===== src/include/hpm_pkg.sv =====
package hpm_pkg;

  localparam int          ADDR_W       = 8;
  localparam logic [7:0]  OFF_CTRL     = 8'h00;
  localparam logic [7:0]  OFF_STATUS   = 8'h04;
  localparam logic [7:0]  OFF_SPHDR    = 8'h08;
  localparam logic [7:0]  OFF_LSVAL    = 8'h0c;
  localparam logic [7:0]  OFF_LEVAL    = 8'h10;
  localparam logic [7:0]  OFF_FSVAL    = 8'h14;
  localparam logic [7:0]  OFF_FEVAL    = 8'h18;
  localparam logic [7:0]  OFF_LPHDR    = 8'h1c;
  localparam logic [7:0]  OFF_LPPYLD   = 8'h20;
  localparam logic [7:0]  OFF_CHIRPS   = 8'h24;
  localparam logic [7:0]  OFF_LL_BASE  = 8'h80;

  localparam int          CTRL_SEL_BIT   = 0;
  localparam int          CTRL_SWRST_BIT = 1;
  localparam int          CTRL_LAST_LSB  = 8;
  localparam logic [31:0] CTRL_RESET     = 32'h0000_0002;
  localparam logic [31:0] CFG_RESET      = 32'h0000_0000;

  localparam int          LL_SIZE_LSB  = 0;
  localparam int          LL_SIZE_W    = 16;
  localparam int          LL_HS_BIT    = 16;
  localparam int          LL_HE_BIT    = 17;
  localparam int          LL_LPH_BIT   = 18;
  localparam int          LL_VALID_BIT = 31;

  localparam int          ST_IDX_LSB   = 8;
  localparam int          ST_CHIRP_LSB = 16;

  localparam logic [31:0] LVDS_CRC_ON  = 32'h5555_5555;
  localparam logic [31:0] LVDS_CRC_OFF = 32'haaaa_aaaa;

  localparam int          SYNC_STAGES  = 3;
  localparam int          FIFO_DEPTH   = 4;
  localparam int          LL_DEPTH     = 32;
  localparam int          CHIRP_W      = 16;

  typedef enum logic [2:0] {
    HPM_IDLE   = 3'b000,
    HPM_FSTART = 3'b001,
    HPM_WCHIRP = 3'b011,
    HPM_LSTART = 3'b010,
    HPM_LHDR   = 3'b110,
    HPM_DATA   = 3'b111,
    HPM_LEND   = 3'b101,
    HPM_FEND   = 3'b100
  } hpm_state_t;

  typedef struct packed {
    logic        wr;
    logic        rd;
    logic [7:0]  addr;
    logic [31:0] wdata;
  } hpm_bus_t;

  typedef struct packed {
    logic        wr;
    logic [31:0] addr;
    logic [31:0] data;
  } hpm_pe_req_t;

  typedef struct packed {
    logic        valid;
    logic        crcEn;
    logic [31:0] data;
  } hpm_lane_t;

endpackage : hpm_pkg


===== src/rtl/hpm_fifo.sv =====
`timescale 1ns/1ns
`default_nettype none
module hpm_fifo #(
  parameter int W = 32,
  parameter int D = 4
) (
  input  wire logic         clk,
  input  wire logic         rst_b,
  input  wire logic         inValid,
  input  wire logic [W-1:0] inData,
  output logic              inReady,
  output logic              outValid,
  output logic [W-1:0]      outData,
  input  wire logic         outReady
);
  localparam int PW = (D > 1) ? $clog2(D) : 1;

  logic [W-1:0] mem [D];
  logic [PW-1:0] wrPtr_q;
  logic [PW-1:0] rdPtr_q;
  logic [PW:0]   count_q;
  logic [PW:0]   countNext;
  logic          ready_q;
  logic          push;
  logic          pop;

  // registered not-full keeps the top-level ready straight from a flop
  assign inReady   = ready_q;
  assign countNext = count_q + (PW+1)'(push) - (PW+1)'(pop);
  assign outValid = (count_q != '0);
  assign outData  = mem[rdPtr_q];
  assign push     = inValid && inReady;
  assign pop      = outValid && outReady;

  always_ff @(posedge clk) begin
    if (push) begin
      mem[wrPtr_q] <= inData;
    end
  end

  always_ff @(posedge clk or negedge rst_b) begin
    if (!rst_b) begin
      wrPtr_q <= '0;
      rdPtr_q <= '0;
      count_q <= '0;
      ready_q <= 1'b1;
    end else begin
      if (push) wrPtr_q <= (wrPtr_q == PW'(D-1)) ? '0 : wrPtr_q + 1'b1;
      if (pop) rdPtr_q <= (rdPtr_q == PW'(D-1)) ? '0 : rdPtr_q + 1'b1;
      count_q <= countNext;
      ready_q <= (countNext != (PW+1)'(D));
    end
  end
endmodule : hpm_fifo
`default_nettype wire


===== src/rtl/hpm_trig_sync.sv =====
`timescale 1ns/1ns
`default_nettype none
module hpm_trig_sync
  import hpm_pkg::*;
(
  input  wire logic clk,
  input  wire logic rst_b,
  input  wire logic pinIn,
  output logic      risePulse_q
);
  logic [SYNC_STAGES-1:0] sync_q;
  logic                   level_q;

  // change counts once stages two and three agree
  always_ff @(posedge clk or negedge rst_b) begin
    if (!rst_b) begin
      sync_q      <= '0;
      level_q     <= 1'b0;
      risePulse_q <= 1'b0;
    end else begin
      sync_q      <= {sync_q[SYNC_STAGES-2:0], pinIn};
      risePulse_q <= 1'b0;
      if (sync_q[1] == sync_q[2]) begin
        level_q     <= sync_q[2];
        risePulse_q <= sync_q[2] && !level_q;
      end
    end
  end
endmodule : hpm_trig_sync
`default_nettype wire


===== src/rtl/hpm_marker_ctrl.sv =====
// Behaviour
// - lvds mode: line start value 0x55555555 enables crc, 0xaaaaaaaa disables it.
// - walk the linked list once per chirp, for the programmed chirps per frame.
// - up to 32 linked-list entries drive actions and transitions.
// - lvds mode still steps sync states but emits nothing for them.
// - lvds lanes carry only data, never sync or long headers.
// - select bit 0 routes to csi, 1 routes to lvds.
//
// The plain strobed port and the register addresses were chosen for this implementation.
`timescale 1ns/1ns
`default_nettype none
module hpm_marker_ctrl
  import hpm_pkg::*;
#(
  parameter int DATA_W = 32,
  parameter int LL_N   = LL_DEPTH,
  parameter int FIFO_D = FIFO_DEPTH
) (
  input  wire logic              clk,
  input  wire logic              rst_b,
  input  wire hpm_bus_t          regBus,
  output logic [31:0]            rdData_q,
  input  wire logic              frameStartPin,
  input  wire logic              chirpAvailPin,
  input  wire logic              inValid,
  input  wire logic [DATA_W-1:0] inData,
  output logic                   inReady,
  output hpm_pe_req_t            peReq_q,
  output hpm_lane_t              lane_q
);
  localparam int IW = $clog2(LL_N);

  function automatic logic isLl(input logic [7:0] a);
    isLl = (a >= OFF_LL_BASE) && ({1'b0, a[7:2]} < 7'(OFF_LL_BASE[7:2] + LL_N));
  endfunction : isLl

  logic [31:0]       ctrl_q;
  logic [31:0]       spHdr_q;
  logic [31:0]       lsVal_q;
  logic [31:0]       leVal_q;
  logic [31:0]       fsVal_q;
  logic [31:0]       feVal_q;
  logic [31:0]       lpHdr_q;
  logic [31:0]       lpPyld_q;
  logic [31:0]       chirps_q;
  logic [31:0]       ll_q [LL_N];
  hpm_state_t        state_q;
  hpm_state_t        state_d;
  logic [IW-1:0]     idx_q;
  logic [CHIRP_W-1:0] chirp_q;
  logic [LL_SIZE_W-1:0] left_q;
  logic              frameTrig;
  logic              chirpTrig;
  logic              fifoValid;
  logic [DATA_W-1:0] fifoData;
  logic              pop;
  logic              lvdsSel;
  logic              swRst;
  logic [IW-1:0]     lastIdx;
  logic [31:0]       entry;
  logic              lastChirp;
  logic              crcOn;
  logic [31:0]       status;
  logic [LL_SIZE_W-1:0] entrySize;

  assign lvdsSel   = ctrl_q[CTRL_SEL_BIT];
  assign swRst     = ctrl_q[CTRL_SWRST_BIT];
  assign lastIdx   = ctrl_q[CTRL_LAST_LSB +: IW];
  assign entry     = ll_q[idx_q];
  assign entrySize = entry[LL_SIZE_LSB +: LL_SIZE_W];
  assign lastChirp = ({16'h0000, chirp_q + 16'h0001} >= chirps_q);
  assign crcOn     = (lsVal_q == LVDS_CRC_ON);
  assign pop       = (state_q == HPM_DATA) && fifoValid && (left_q != '0);
  assign status    = {chirp_q, 3'h0, 5'(idx_q), 3'h0, crcOn, lvdsSel, state_q};

  hpm_trig_sync u_frameSync (
    .clk         (clk),
    .rst_b       (rst_b),
    .pinIn       (frameStartPin),
    .risePulse_q (frameTrig)
  );

  hpm_trig_sync u_chirpSync (
    .clk         (clk),
    .rst_b       (rst_b),
    .pinIn       (chirpAvailPin),
    .risePulse_q (chirpTrig)
  );

  hpm_fifo #(.W(DATA_W), .D(FIFO_D)) u_fifo (
    .clk      (clk),
    .rst_b    (rst_b),
    .inValid  (inValid),
    .inData   (inData),
    .inReady  (inReady),
    .outValid (fifoValid),
    .outData  (fifoData),
    .outReady (pop)
  );

  // configuration writes; the soft-reset window is software's to respect
  always_ff @(posedge clk or negedge rst_b) begin
    if (!rst_b) begin
      ctrl_q   <= CTRL_RESET;
      spHdr_q  <= CFG_RESET;
      lsVal_q  <= CFG_RESET;
      leVal_q  <= CFG_RESET;
      fsVal_q  <= CFG_RESET;
      feVal_q  <= CFG_RESET;
      lpHdr_q  <= CFG_RESET;
      lpPyld_q <= CFG_RESET;
      chirps_q <= CFG_RESET;
    end else if (regBus.wr) begin
      unique case (regBus.addr)
        OFF_CTRL:   ctrl_q   <= regBus.wdata;
        OFF_SPHDR:  spHdr_q  <= regBus.wdata;
        OFF_LSVAL:  lsVal_q  <= regBus.wdata;
        OFF_LEVAL:  leVal_q  <= regBus.wdata;
        OFF_FSVAL:  fsVal_q  <= regBus.wdata;
        OFF_FEVAL:  feVal_q  <= regBus.wdata;
        OFF_LPHDR:  lpHdr_q  <= regBus.wdata;
        OFF_LPPYLD: lpPyld_q <= regBus.wdata;
        OFF_CHIRPS: chirps_q <= regBus.wdata;
        default: ;
      endcase
    end
  end

  // linked-list entry storage
  always_ff @(posedge clk or negedge rst_b) begin
    if (!rst_b) begin
      for (int i = 0; i < LL_N; i++) begin
        ll_q[i] <= CFG_RESET;
      end
    end else if (regBus.wr && isLl(regBus.addr)) begin
      ll_q[regBus.addr[2 +: IW]] <= regBus.wdata;
    end
  end

  always_ff @(posedge clk or negedge rst_b) begin
    if (!rst_b) begin
      rdData_q <= 32'h0000_0000;
    end else if (regBus.rd) begin
      if (isLl(regBus.addr)) begin
        rdData_q <= ll_q[regBus.addr[2 +: IW]];
      end else begin
        unique case (regBus.addr)
          OFF_CTRL:   rdData_q <= ctrl_q;
          OFF_STATUS: rdData_q <= status;
          OFF_SPHDR:  rdData_q <= spHdr_q;
          OFF_LSVAL:  rdData_q <= lsVal_q;
          OFF_LEVAL:  rdData_q <= leVal_q;
          OFF_FSVAL:  rdData_q <= fsVal_q;
          OFF_FEVAL:  rdData_q <= feVal_q;
          OFF_LPHDR:  rdData_q <= lpHdr_q;
          OFF_LPPYLD: rdData_q <= lpPyld_q;
          OFF_CHIRPS: rdData_q <= chirps_q;
          default:    rdData_q <= 32'h0000_0000;
        endcase
      end
    end
  end

  // frame, chirp and entry sequencing
  always_comb begin
    state_d = state_q;
    unique case (state_q)
      HPM_IDLE:   if (frameTrig) state_d = HPM_FSTART;
      HPM_FSTART: state_d = HPM_WCHIRP;
      HPM_WCHIRP: if (chirpTrig) state_d = HPM_LSTART;
      HPM_LSTART: state_d = entry[LL_VALID_BIT] ? HPM_LHDR : HPM_LEND;
      HPM_LHDR:   state_d = HPM_DATA;
      HPM_DATA:   if (left_q == '0) state_d = HPM_LEND;
      HPM_LEND: begin
        if (idx_q != lastIdx) state_d = HPM_LSTART;
        else if (lastChirp) state_d = HPM_FEND;
        else state_d = HPM_WCHIRP;
      end
      HPM_FEND:   state_d = HPM_IDLE;
    endcase
  end

  always_ff @(posedge clk or negedge rst_b) begin
    if (!rst_b) begin
      state_q <= HPM_IDLE;
    end else if (swRst) begin
      state_q <= HPM_IDLE;
    end else begin
      state_q <= state_d;
    end
  end

  always_ff @(posedge clk or negedge rst_b) begin
    if (!rst_b) begin
      idx_q   <= '0;
      chirp_q <= '0;
    end else if (swRst || state_q == HPM_FSTART) begin
      idx_q   <= '0;
      chirp_q <= '0;
    end else if (state_q == HPM_LEND) begin
      if (idx_q != lastIdx) begin
        idx_q <= idx_q + 1'b1;
      end else begin
        idx_q   <= '0;
        chirp_q <= chirp_q + 1'b1;
      end
    end
  end

  always_ff @(posedge clk or negedge rst_b) begin
    if (!rst_b) begin
      left_q <= '0;
    end else if (swRst) begin
      left_q <= '0;
    end else if (state_q == HPM_LHDR) begin
      left_q <= entrySize;
    end else if (pop) begin
      left_q <= left_q - 1'b1;
    end
  end

  // protocol engine writes: short packets, long header, payload
  always_ff @(posedge clk or negedge rst_b) begin
    if (!rst_b) begin
      peReq_q <= '0;
    end else begin
      peReq_q.wr <= 1'b0;
      if (!swRst && !lvdsSel) begin
        unique case (state_q)
          HPM_FSTART: peReq_q <= '{1'b1, spHdr_q, fsVal_q};
          HPM_LSTART: if (entry[LL_VALID_BIT] && entry[LL_HS_BIT]) begin
            peReq_q <= '{1'b1, spHdr_q, lsVal_q};
          end
          HPM_LHDR:   if (entry[LL_LPH_BIT]) begin
            peReq_q <= '{1'b1, lpHdr_q, {16'h0000, entry[LL_SIZE_LSB +: LL_SIZE_W]}};
          end
          HPM_DATA:   if (pop) begin
            peReq_q <= '{1'b1, lpPyld_q, 32'(fifoData)};
          end
          HPM_LEND:   if (entry[LL_VALID_BIT] && entry[LL_HE_BIT]) begin
            peReq_q <= '{1'b1, spHdr_q, leVal_q};
          end
          HPM_FEND:   peReq_q <= '{1'b1, spHdr_q, feVal_q};
          default: ;
        endcase
      end
    end
  end

  // lvds lanes see payload words only
  always_ff @(posedge clk or negedge rst_b) begin
    if (!rst_b) begin
      lane_q <= '0;
    end else begin
      lane_q.valid <= 1'b0;
      lane_q.crcEn <= crcOn;
      if (lvdsSel && pop && !swRst) begin
        lane_q.valid <= 1'b1;
        lane_q.data  <= 32'(fifoData);
      end
    end
  end
endmodule : hpm_marker_ctrl
`default_nettype wire


===== config.mk =====
export PLATFORM = sky130hd
export DESIGN_NAME = hpm_marker_ctrl
export DESIGN_NICKNAME = d
export VERILOG_FILES = /design/src/include/hpm_pkg.sv /design/src/rtl/hpm_fifo.sv /design/src/rtl/hpm_trig_sync.sv /design/src/rtl/hpm_marker_ctrl.sv
export SDC_FILE = /design/constraint.sdc
export NUM_CORES = 2
export LEC_CHECK = 0
export BUFFER_PORTS_ARGS = -buffer_cell sky130_fd_sc_hd__buf_2
export CAP_MARGIN = 20
export CORE_ASPECT_RATIO = 1.4
export CORE_MARGIN = 2
export CORE_UTILIZATION = 45
export DETAILED_ROUTE_END_ITERATION = 16
export SLEW_MARGIN = 20
export SYNTH_ARGS = -nofsm -noshare
export SYNTH_HDL_FRONTEND = slang
export SYNTH_SLANG_ARGS = --single-unit

===== constraint.sdc =====
create_clock -name clk -period 4.3 [get_ports clk]
set_input_delay 1.29 -clock clk [delete_from_list [all_inputs] [get_ports clk]]
set_output_delay 1.29 -clock clk [all_outputs]
set_load 0.005 [all_outputs]

Yosys cells after proc, flatten, opt, wreduce, memory -nomap -nowiden
Memory sizes are Yosys's and may differ from the RTL's.
Cells that the tools add are included.
{"block": "word_totals", "in_bits": 79, "out_inout_bits": 132, "n_memories": 1, "wordCells": 187, "ram_bits": 128, "ff_bits": 1501}
{"memory": "u_fifo.mem", "depth": 4, "width": 32, "rd": 1, "rd_clocked_by_memory_dff": 0, "wr": 1, "line_no": "hpm_fifo.sv:18", "rtl": "logic [W-1:0] mem [D];"}
{"block": "classes", "n_lt_le_gt_ge": 5, "n_reduce_logical": 38, "n_mux": 41, "add_sub_neg": 7, "eq_ne": 31, "n_bitwise": 2}
{"op": "bitwise mux 1024 bit", "count": 1}
{"op": "one-hot mux 65 bit (6 select lines)", "count": 1}
{"op": "two-way mux 65 bit", "count": 5}
{"op": "binary-select mux 32 bit (select 5 bit)", "count": 2}
{"op": "one-hot mux 32 bit (10 select lines)", "count": 1}
{"op": "two-way mux 32 bit", "count": 6}
{"op": "demux 32 bit (select 5 bit)", "count": 1}
{"op": "two-way mux 16 bit", "count": 6}
{"op": "== test 32 x 31 -> 1 bit, second input constant", "count": 1}
{"op": "== test 8 x 5 -> 1 bit, second input constant", "count": 4}
{"op": "greater-or-equal comparator 16 x 32 -> 1 bit", "count": 1}
{"op": "one-hot mux 3 bit (8 select lines)", "count": 1}
{"op": "AND reduction 2 bit", "count": 10}
{"op": "two-way mux 3 bit", "count": 6}
{"op": "adder 16 x 1 -> 16 bit, second input constant", "count": 1}
{"op": "== test 8 x 4 -> 1 bit, second input constant", "count": 2}
{"op": "== test 8 x 6 -> 1 bit, second input constant", "count": 2}
{"op": "logical NOT 16 bit", "count": 1}
{"op": "nonzero test 16 bit", "count": 1}
{"op": "subtractor 16 x 1 -> 16 bit, second input constant", "count": 1}
{"op": "two-way mux 5 bit", "count": 3}
{"op": "logical AND 1 bit", "count": 13}
{"op": "== test 3 bit, second input constant", "count": 4}
{"op": "greater-or-equal comparator 6 bit, second input constant", "count": 2}
{"op": "28 further kinds", "count": 48}

Logic depth before layout (Yosys ltp)
{"block": "depth", "depth_word": 8, "mapped_depth": 17, "mapped_depth_nobuf": 15}

Cells and area by module
Synthesis repeated with hierarchy kept, for this count alone.
{"block": "unflattened", "cells_unflattened": 5281, "hier_area_um2": 78084.9}
{"module": "hpm_marker_ctrl", "n_inst": 1, "area_per_inst_um2": 72665.9, "cells_per_inst": 5061, "seq_area_each_um2": 37111.8}
{"module": "hpm_fifo", "n_inst": 1, "area_per_inst_um2": 5126.2, "cells_per_inst": 206, "seq_area_each_um2": 4045.1}
{"module": "hpm_trig_sync", "n_inst": 2, "area_per_inst_um2": 146.4, "cells_per_inst": 7, "seq_area_each_um2": 125.1}

Worst setup path after synthesis
No wires, ideal clock.
{"block": "synth_path", "path_kind": "input -> register", "from": "in regBus[34] (netlist name)", "to": "reg rdData_q[25]", "path_stages": 9, "t_required_ns": 4.156, "n_path_buf": 4, "t_arrival_ns": 3.776, "setup_time_ns": 0.144, "path_slack_ns": 0.381, "path_cell_list": "clkbuf_1 buf_2 clkbuf_1 buf_2 mux4_2 a22oi_1 o211ai_1 o21ai_0 a41oi_1"}
{"block": "synth_via", "elab_chain_cells": 5, "word_cells_on_any_way": 17, "classes_between": "1 x order compare; 9 x eq/ne; 5 x mux; 1 x bitwise; 1 x reduce/logical"}
{"item": "start: declaration", "line_no": "hpm_marker_ctrl.sv:21", "rtl": "input wire hpm_bus_t regBus,"}
{"item": "inverter 5 -> 6 bit (implied by the code)", "line_no": "hpm_marker_ctrl.sv:145", "rtl": "rdData_q <= ll_q[regBus.addr[2 +: IW]];"}
{"item": "binary-select mux 32 bit (select 5 bit)", "line_no": "hpm_marker_ctrl.sv:145"}
{"item": "two-way mux 32 bit (implied by the code) (2 in a row)", "line_no": "hpm_marker_ctrl.sv:145"}
{"item": "two-way mux 32 bit (*)", "line_no": "hpm_marker_ctrl.sv:144", "rtl": "if (isLl(regBus.addr)) begin"}
{"item": "end signal: assignment", "line_no": "hpm_marker_ctrl.sv:145"}
{"item": "end signal: assignment", "line_no": "hpm_marker_ctrl.sv:148", "rtl": "OFF_CTRL: rdData_q <= ctrl_q;"}
{"item": "end signal: assignment", "line_no": "hpm_marker_ctrl.sv:149", "rtl": "OFF_STATUS: rdData_q <= status;"}
{"item": "end: declaration", "line_no": "hpm_marker_ctrl.sv:22", "rtl": "output logic [31:0] rdData_q,"}
Every way passes the cells marked *; elsewhere a longest branch is shown, timed or not. The select of a mux whose other input is x is not followed.
A chain may end at the register's enable or synchronous reset.

Worst setup path in the final report
{"block": "layout_path", "from": "reg idx_q[1]", "to": "reg peReq_q[25] (netlist name)"}
{"block": "layout_via", "elab_chain_cells": 7, "word_cells_on_any_way": 10, "classes_between": "3 x eq/ne; 3 x mux; 1 x bitwise; 3 x reduce/logical"}
{"item": "start: declaration", "line_no": "hpm_marker_ctrl.sv:49", "rtl": "logic [IW-1:0] idx_q;"}
{"item": "start signal: assignment", "line_no": "hpm_marker_ctrl.sv:202", "rtl": "idx_q <= idx_q + 1'b1;"}
{"item": "inverter 5 -> 6 bit (implied by the code) (*)", "line_no": "hpm_marker_ctrl.sv:69", "rtl": "assign entry = ll_q[idx_q];"}
{"item": "binary-select mux 32 bit (select 5 bit) (*)", "line_no": "hpm_marker_ctrl.sv:69"}
{"item": "two-way mux 32 bit (implied by the code) (*) (2 in a row)", "line_no": "hpm_marker_ctrl.sv:69"}
{"item": "logical AND 1 bit (on tied branches)", "line_no": "hpm_marker_ctrl.sv:231, hpm_marker_ctrl.sv:240"}
{"item": "!= test 2 bit (no source line) / != test 2 x 1 -> 1 bit (equally long branches)"}
{"item": "AND reduction 6 bit (no source line) (*)"}
{"item": "end signal: assignment", "line_no": "hpm_marker_ctrl.sv:230", "rtl": "HPM_FSTART: peReq_q <= '{1'b1, spHdr_q, fsVal_q};"}
{"item": "end signal: assignment", "line_no": "hpm_marker_ctrl.sv:232", "rtl": "peReq_q <= '{1'b1, spHdr_q, lsVal_q};"}
{"item": "end signal: assignment", "line_no": "hpm_marker_ctrl.sv:235", "rtl": "peReq_q <= '{1'b1, lpHdr_q, {16'h0000, entry[LL_SIZE_LSB +: LL_SIZE_W]}};"}
{"item": "end: declaration", "line_no": "hpm_marker_ctrl.sv:28", "rtl": "output hpm_pe_req_t peReq_q,"}
Marks and branches as above.

==> impl_metrics.toml <==
[run_status]
status = "complete, no violations"

[floorplanning]
rows = 181
die_h_um = 497
die_w_um = 356
die-area_um2 = 177000
ios = 211
start_util = 0.451
core_area_um2 = 173000

[detailed_routing]
met1_length_mm = 97.7
routed.top_layer = "met5"
drc = 0
routed_wl_mm = 246
wl_per_cell_um = 31.4
route.met3.wl_mm = 14.8
vias_per_cell = 6.35
initialDrtViolationCount = 4502
firstDrtPassIters = 6
vias = 49779
met2WireLength_mm = 122
drtAntennaViolNets = 0

[place]
dp.cells = 7538
place_congestion = 0.907
dpl_worst_slack_ns = 0.302
dpl.hpwl_mm = 159
placement.cell_area_um2 = 83000
port_buffers = 210

[timing]
rsz0062_at_grt = "no"
finalCriticalPeriod_ns = 3.75
skew_ns = 0.0355
fin_ws_ns = 0.547
hold_slack_ns = 0.354
setup_violations = 0
tns_ns = 0
fin_crit_sh = 0.873
relSlewSlack = 0.219
slew_violations = 0
fmax_mhz = 266
finalHoldViolCount = 0
worst_pin_slew_ns = 1.17

[clock_network]
cts_tree = "yes"
htreeDepth = 4
cts_hold_buffers = 0
cts_setup_buffers = 0
ctsLongestPathBuffers = 3
root_buffer = "clkbuf_16"
clk_latency_ns = 0.82
cts.clk_slew.worst_paths_ns = 0.06
post_cts_resized = 0
numCtsBuffers = 156
clkSinkCount = 1629

[grt]
grt.overflow.total = 0
grtUsageTotal = 0.279
grt_pass1_wl_mm = 365
grt_max_degree = 110
antenna_found_initial = 25
grt_pass1_vias = 52045

[hold_path]
hold_class = "register to register"
hold_path_startpoint = "u_chirpSync.sync_q[0]"

[synthesis]
syn_area_per_cell_um2 = 14.7
syn_area_um2 = 78200
synth_cells = 5305
syn-num-nets = 5411
yosysWarnings = 0
ys_ff_latch = 1629
ys_types = 71
ys_seq_area_frac = 0.530
ys_async_sr_fraction = 0.921
synth-edff-count = 128
synth-main-ff-cell = "dfrtp_1"

[power]
power_density_nw_per_um2 = 490
comb_power_share = 0.220
seqPwrFrac = 0.443
switching_share = 0.292
ir_worst_vdd_v = 0.000445
clockPowerShare = 0.337
p_leak_nw = 38.7
netSwitchingPower_mw = 12.6
internal_power_mw = 30.7

[worst_setup_path]
max_stage_delay_ns = 0.77
path_class = "register to register"
endpoint_kind = "register"
path_cells = "nand3b_1, o221ai_1, a211o_1, nand4b_1, nand4b_1, buf_4, a21oi_1, a41oi_1"
arrival_ns = 4.47
worst_path_max_delay_cell = "dfrtp_4"
crit_fanout = 48
r2r-start = "idx_q[1]"
critPathLaunch = "idx_q[1]"
critPathLaunchType = "register"
worstPathRequired_ns = 5.01
cp_common_cell = "nand4b_1"

[cells_and_area]
fin_area_um2 = 88500
drive_above_1_share = 0.477
fin_cells = 7836
area_delta_synth_final_pct = 13.2
fill_cells = 14542
layout.nets = 5515

[job]
max_cap_viol_count = 0
==> per-layer routing <==
metal,vias up,GRT usage
met4,36,0.112
met1,26901,0.360
met2,1753,0.467
li1,20566,-
met3,523,0.0467
met5,-,0
==> worst paths after layout <==
path,to,slack [ns],cells after the start
max in group asynchronous,feVal_q[22],2.76,3
worst min-delay path,u_chirpSync.sync_q[1],0.35,0
worst max register to register,peReq_q[25],0.55,8
worst max-delay path,peReq_q[25],0.55,8
min in group asynchronous,ll_q[391],0.38,1
worst min register to register,u_chirpSync.sync_q[1],0.35,0
==> cells in the final DEF, fill, tap and decap left out, types with 90 or more instances in the layout <==
| master | n |
|---|---|
| nand2_1 | 154 |
| mux4_2 | 461 |
| mux2_2 | 1386 |
| a22oi_1 | 106 |
| buf_4 | 188 |
| buf_2 | 205 |
| a21oi_1 | 90 |
| o21ai_0 | 92 |
| mux2i_1 | 94 |
| edfxtp_1 | 128 |
| clkbuf_16 | 163 |
| dfrtp_1 | 1495 |
==> worst max-delay path: cells and delay by family, from the launching register on <==
| family | cells | cell delay (ns) |
|---|---|---|
| DFF | 1 | 0.77 |
| and+or+nand+nor | 3 | 1.10 |
| buffers and inverters | 1 | 0.58 |
| AOI/OAI and AO/OA | 4 | 1.11 |
==> sequential cells by signal, summed over array words and instances (netlist names), 34 cells and up <==
signal	cells
u_fifo.mem	128
ll_q	1024
peReq_q	65
lane_q	34
==> power by group through the flow <==
stage | Clock, mW | Combinational [mW] | Sequential, mW
after floorplan | 0 | 6.60 | 18.9
after global placement | 0 | 9.40 | 19.4
after detailed placement | 0 | 9.55 | 19.5
after CTS | 14.8 | 9.59 | 19.2
after global routing | 15.4 | 10.2 | 19.5
final | 14.6 | 9.54 | 19.2
==> per-stage QoR <==
step / utilization / power (mW)
floorplan: - / 25.5
global placement: 0.479 / 28.8
detailed placement: 0.479 / 29.1
CTS: 0.511 / 43.6
global route: 0.511 / 45.2
finish: 0.511 / 43.4
==> kinds of logic (layout without fill, tap and decap cells) <==
logic type | after synthesis | in the layout | share of synthesized area
flops | 1629 | 1629 | 0.530
buf+inv | 548 | 783 | 0.0281
xor+xnor | 22 | 22 | 0.00247
compound gates | 677 | 677 | 0.0625
mux | 1941 | 1941 | 0.345
simple gates | 459 | 459 | 0.0278
other cells | 0 | 9 | 0
fa+ha+maj | 29 | 29 | 0.00467
==> cell usage after synthesis, drive strengths merged (52+ instances only) <==
cell type | n | area share
buf | 136 | 0.0083
a211oi | 52 | 0.0050
mux2i | 94 | 0.012
o21ai | 93 | 0.0060
a31oi | 64 | 0.0051
nand2 | 160 | 0.0077
a22oi | 106 | 0.010
clkbuf | 379 | 0.018
nor2 | 123 | 0.0059
mux2 | 1386 | 0.20
edfxtp | 128 | 0.049
a21oi | 91 | 0.0058
dfrtp | 1499 | 0.48
mux4 | 461 | 0.13
==> layout make-up <==
class / count / area [um2] / area share
diodes: 9 / 22.5 / 0.000255
clock buffers: 230 / 4710 / 0.0532
clock inverters: 59 / 689 / 0.00779
inverters: 33 / 124 / 0.00140
multi-input cells: 3128 / 34900 / 0.394
flip-flops and latches: 1629 / 41400 / 0.468
well taps: 2287 / 2860 / 0.0323
repair buffers: 461 / 3790 / 0.0428
Note: power is estimated with default switching activity, not from simulation.
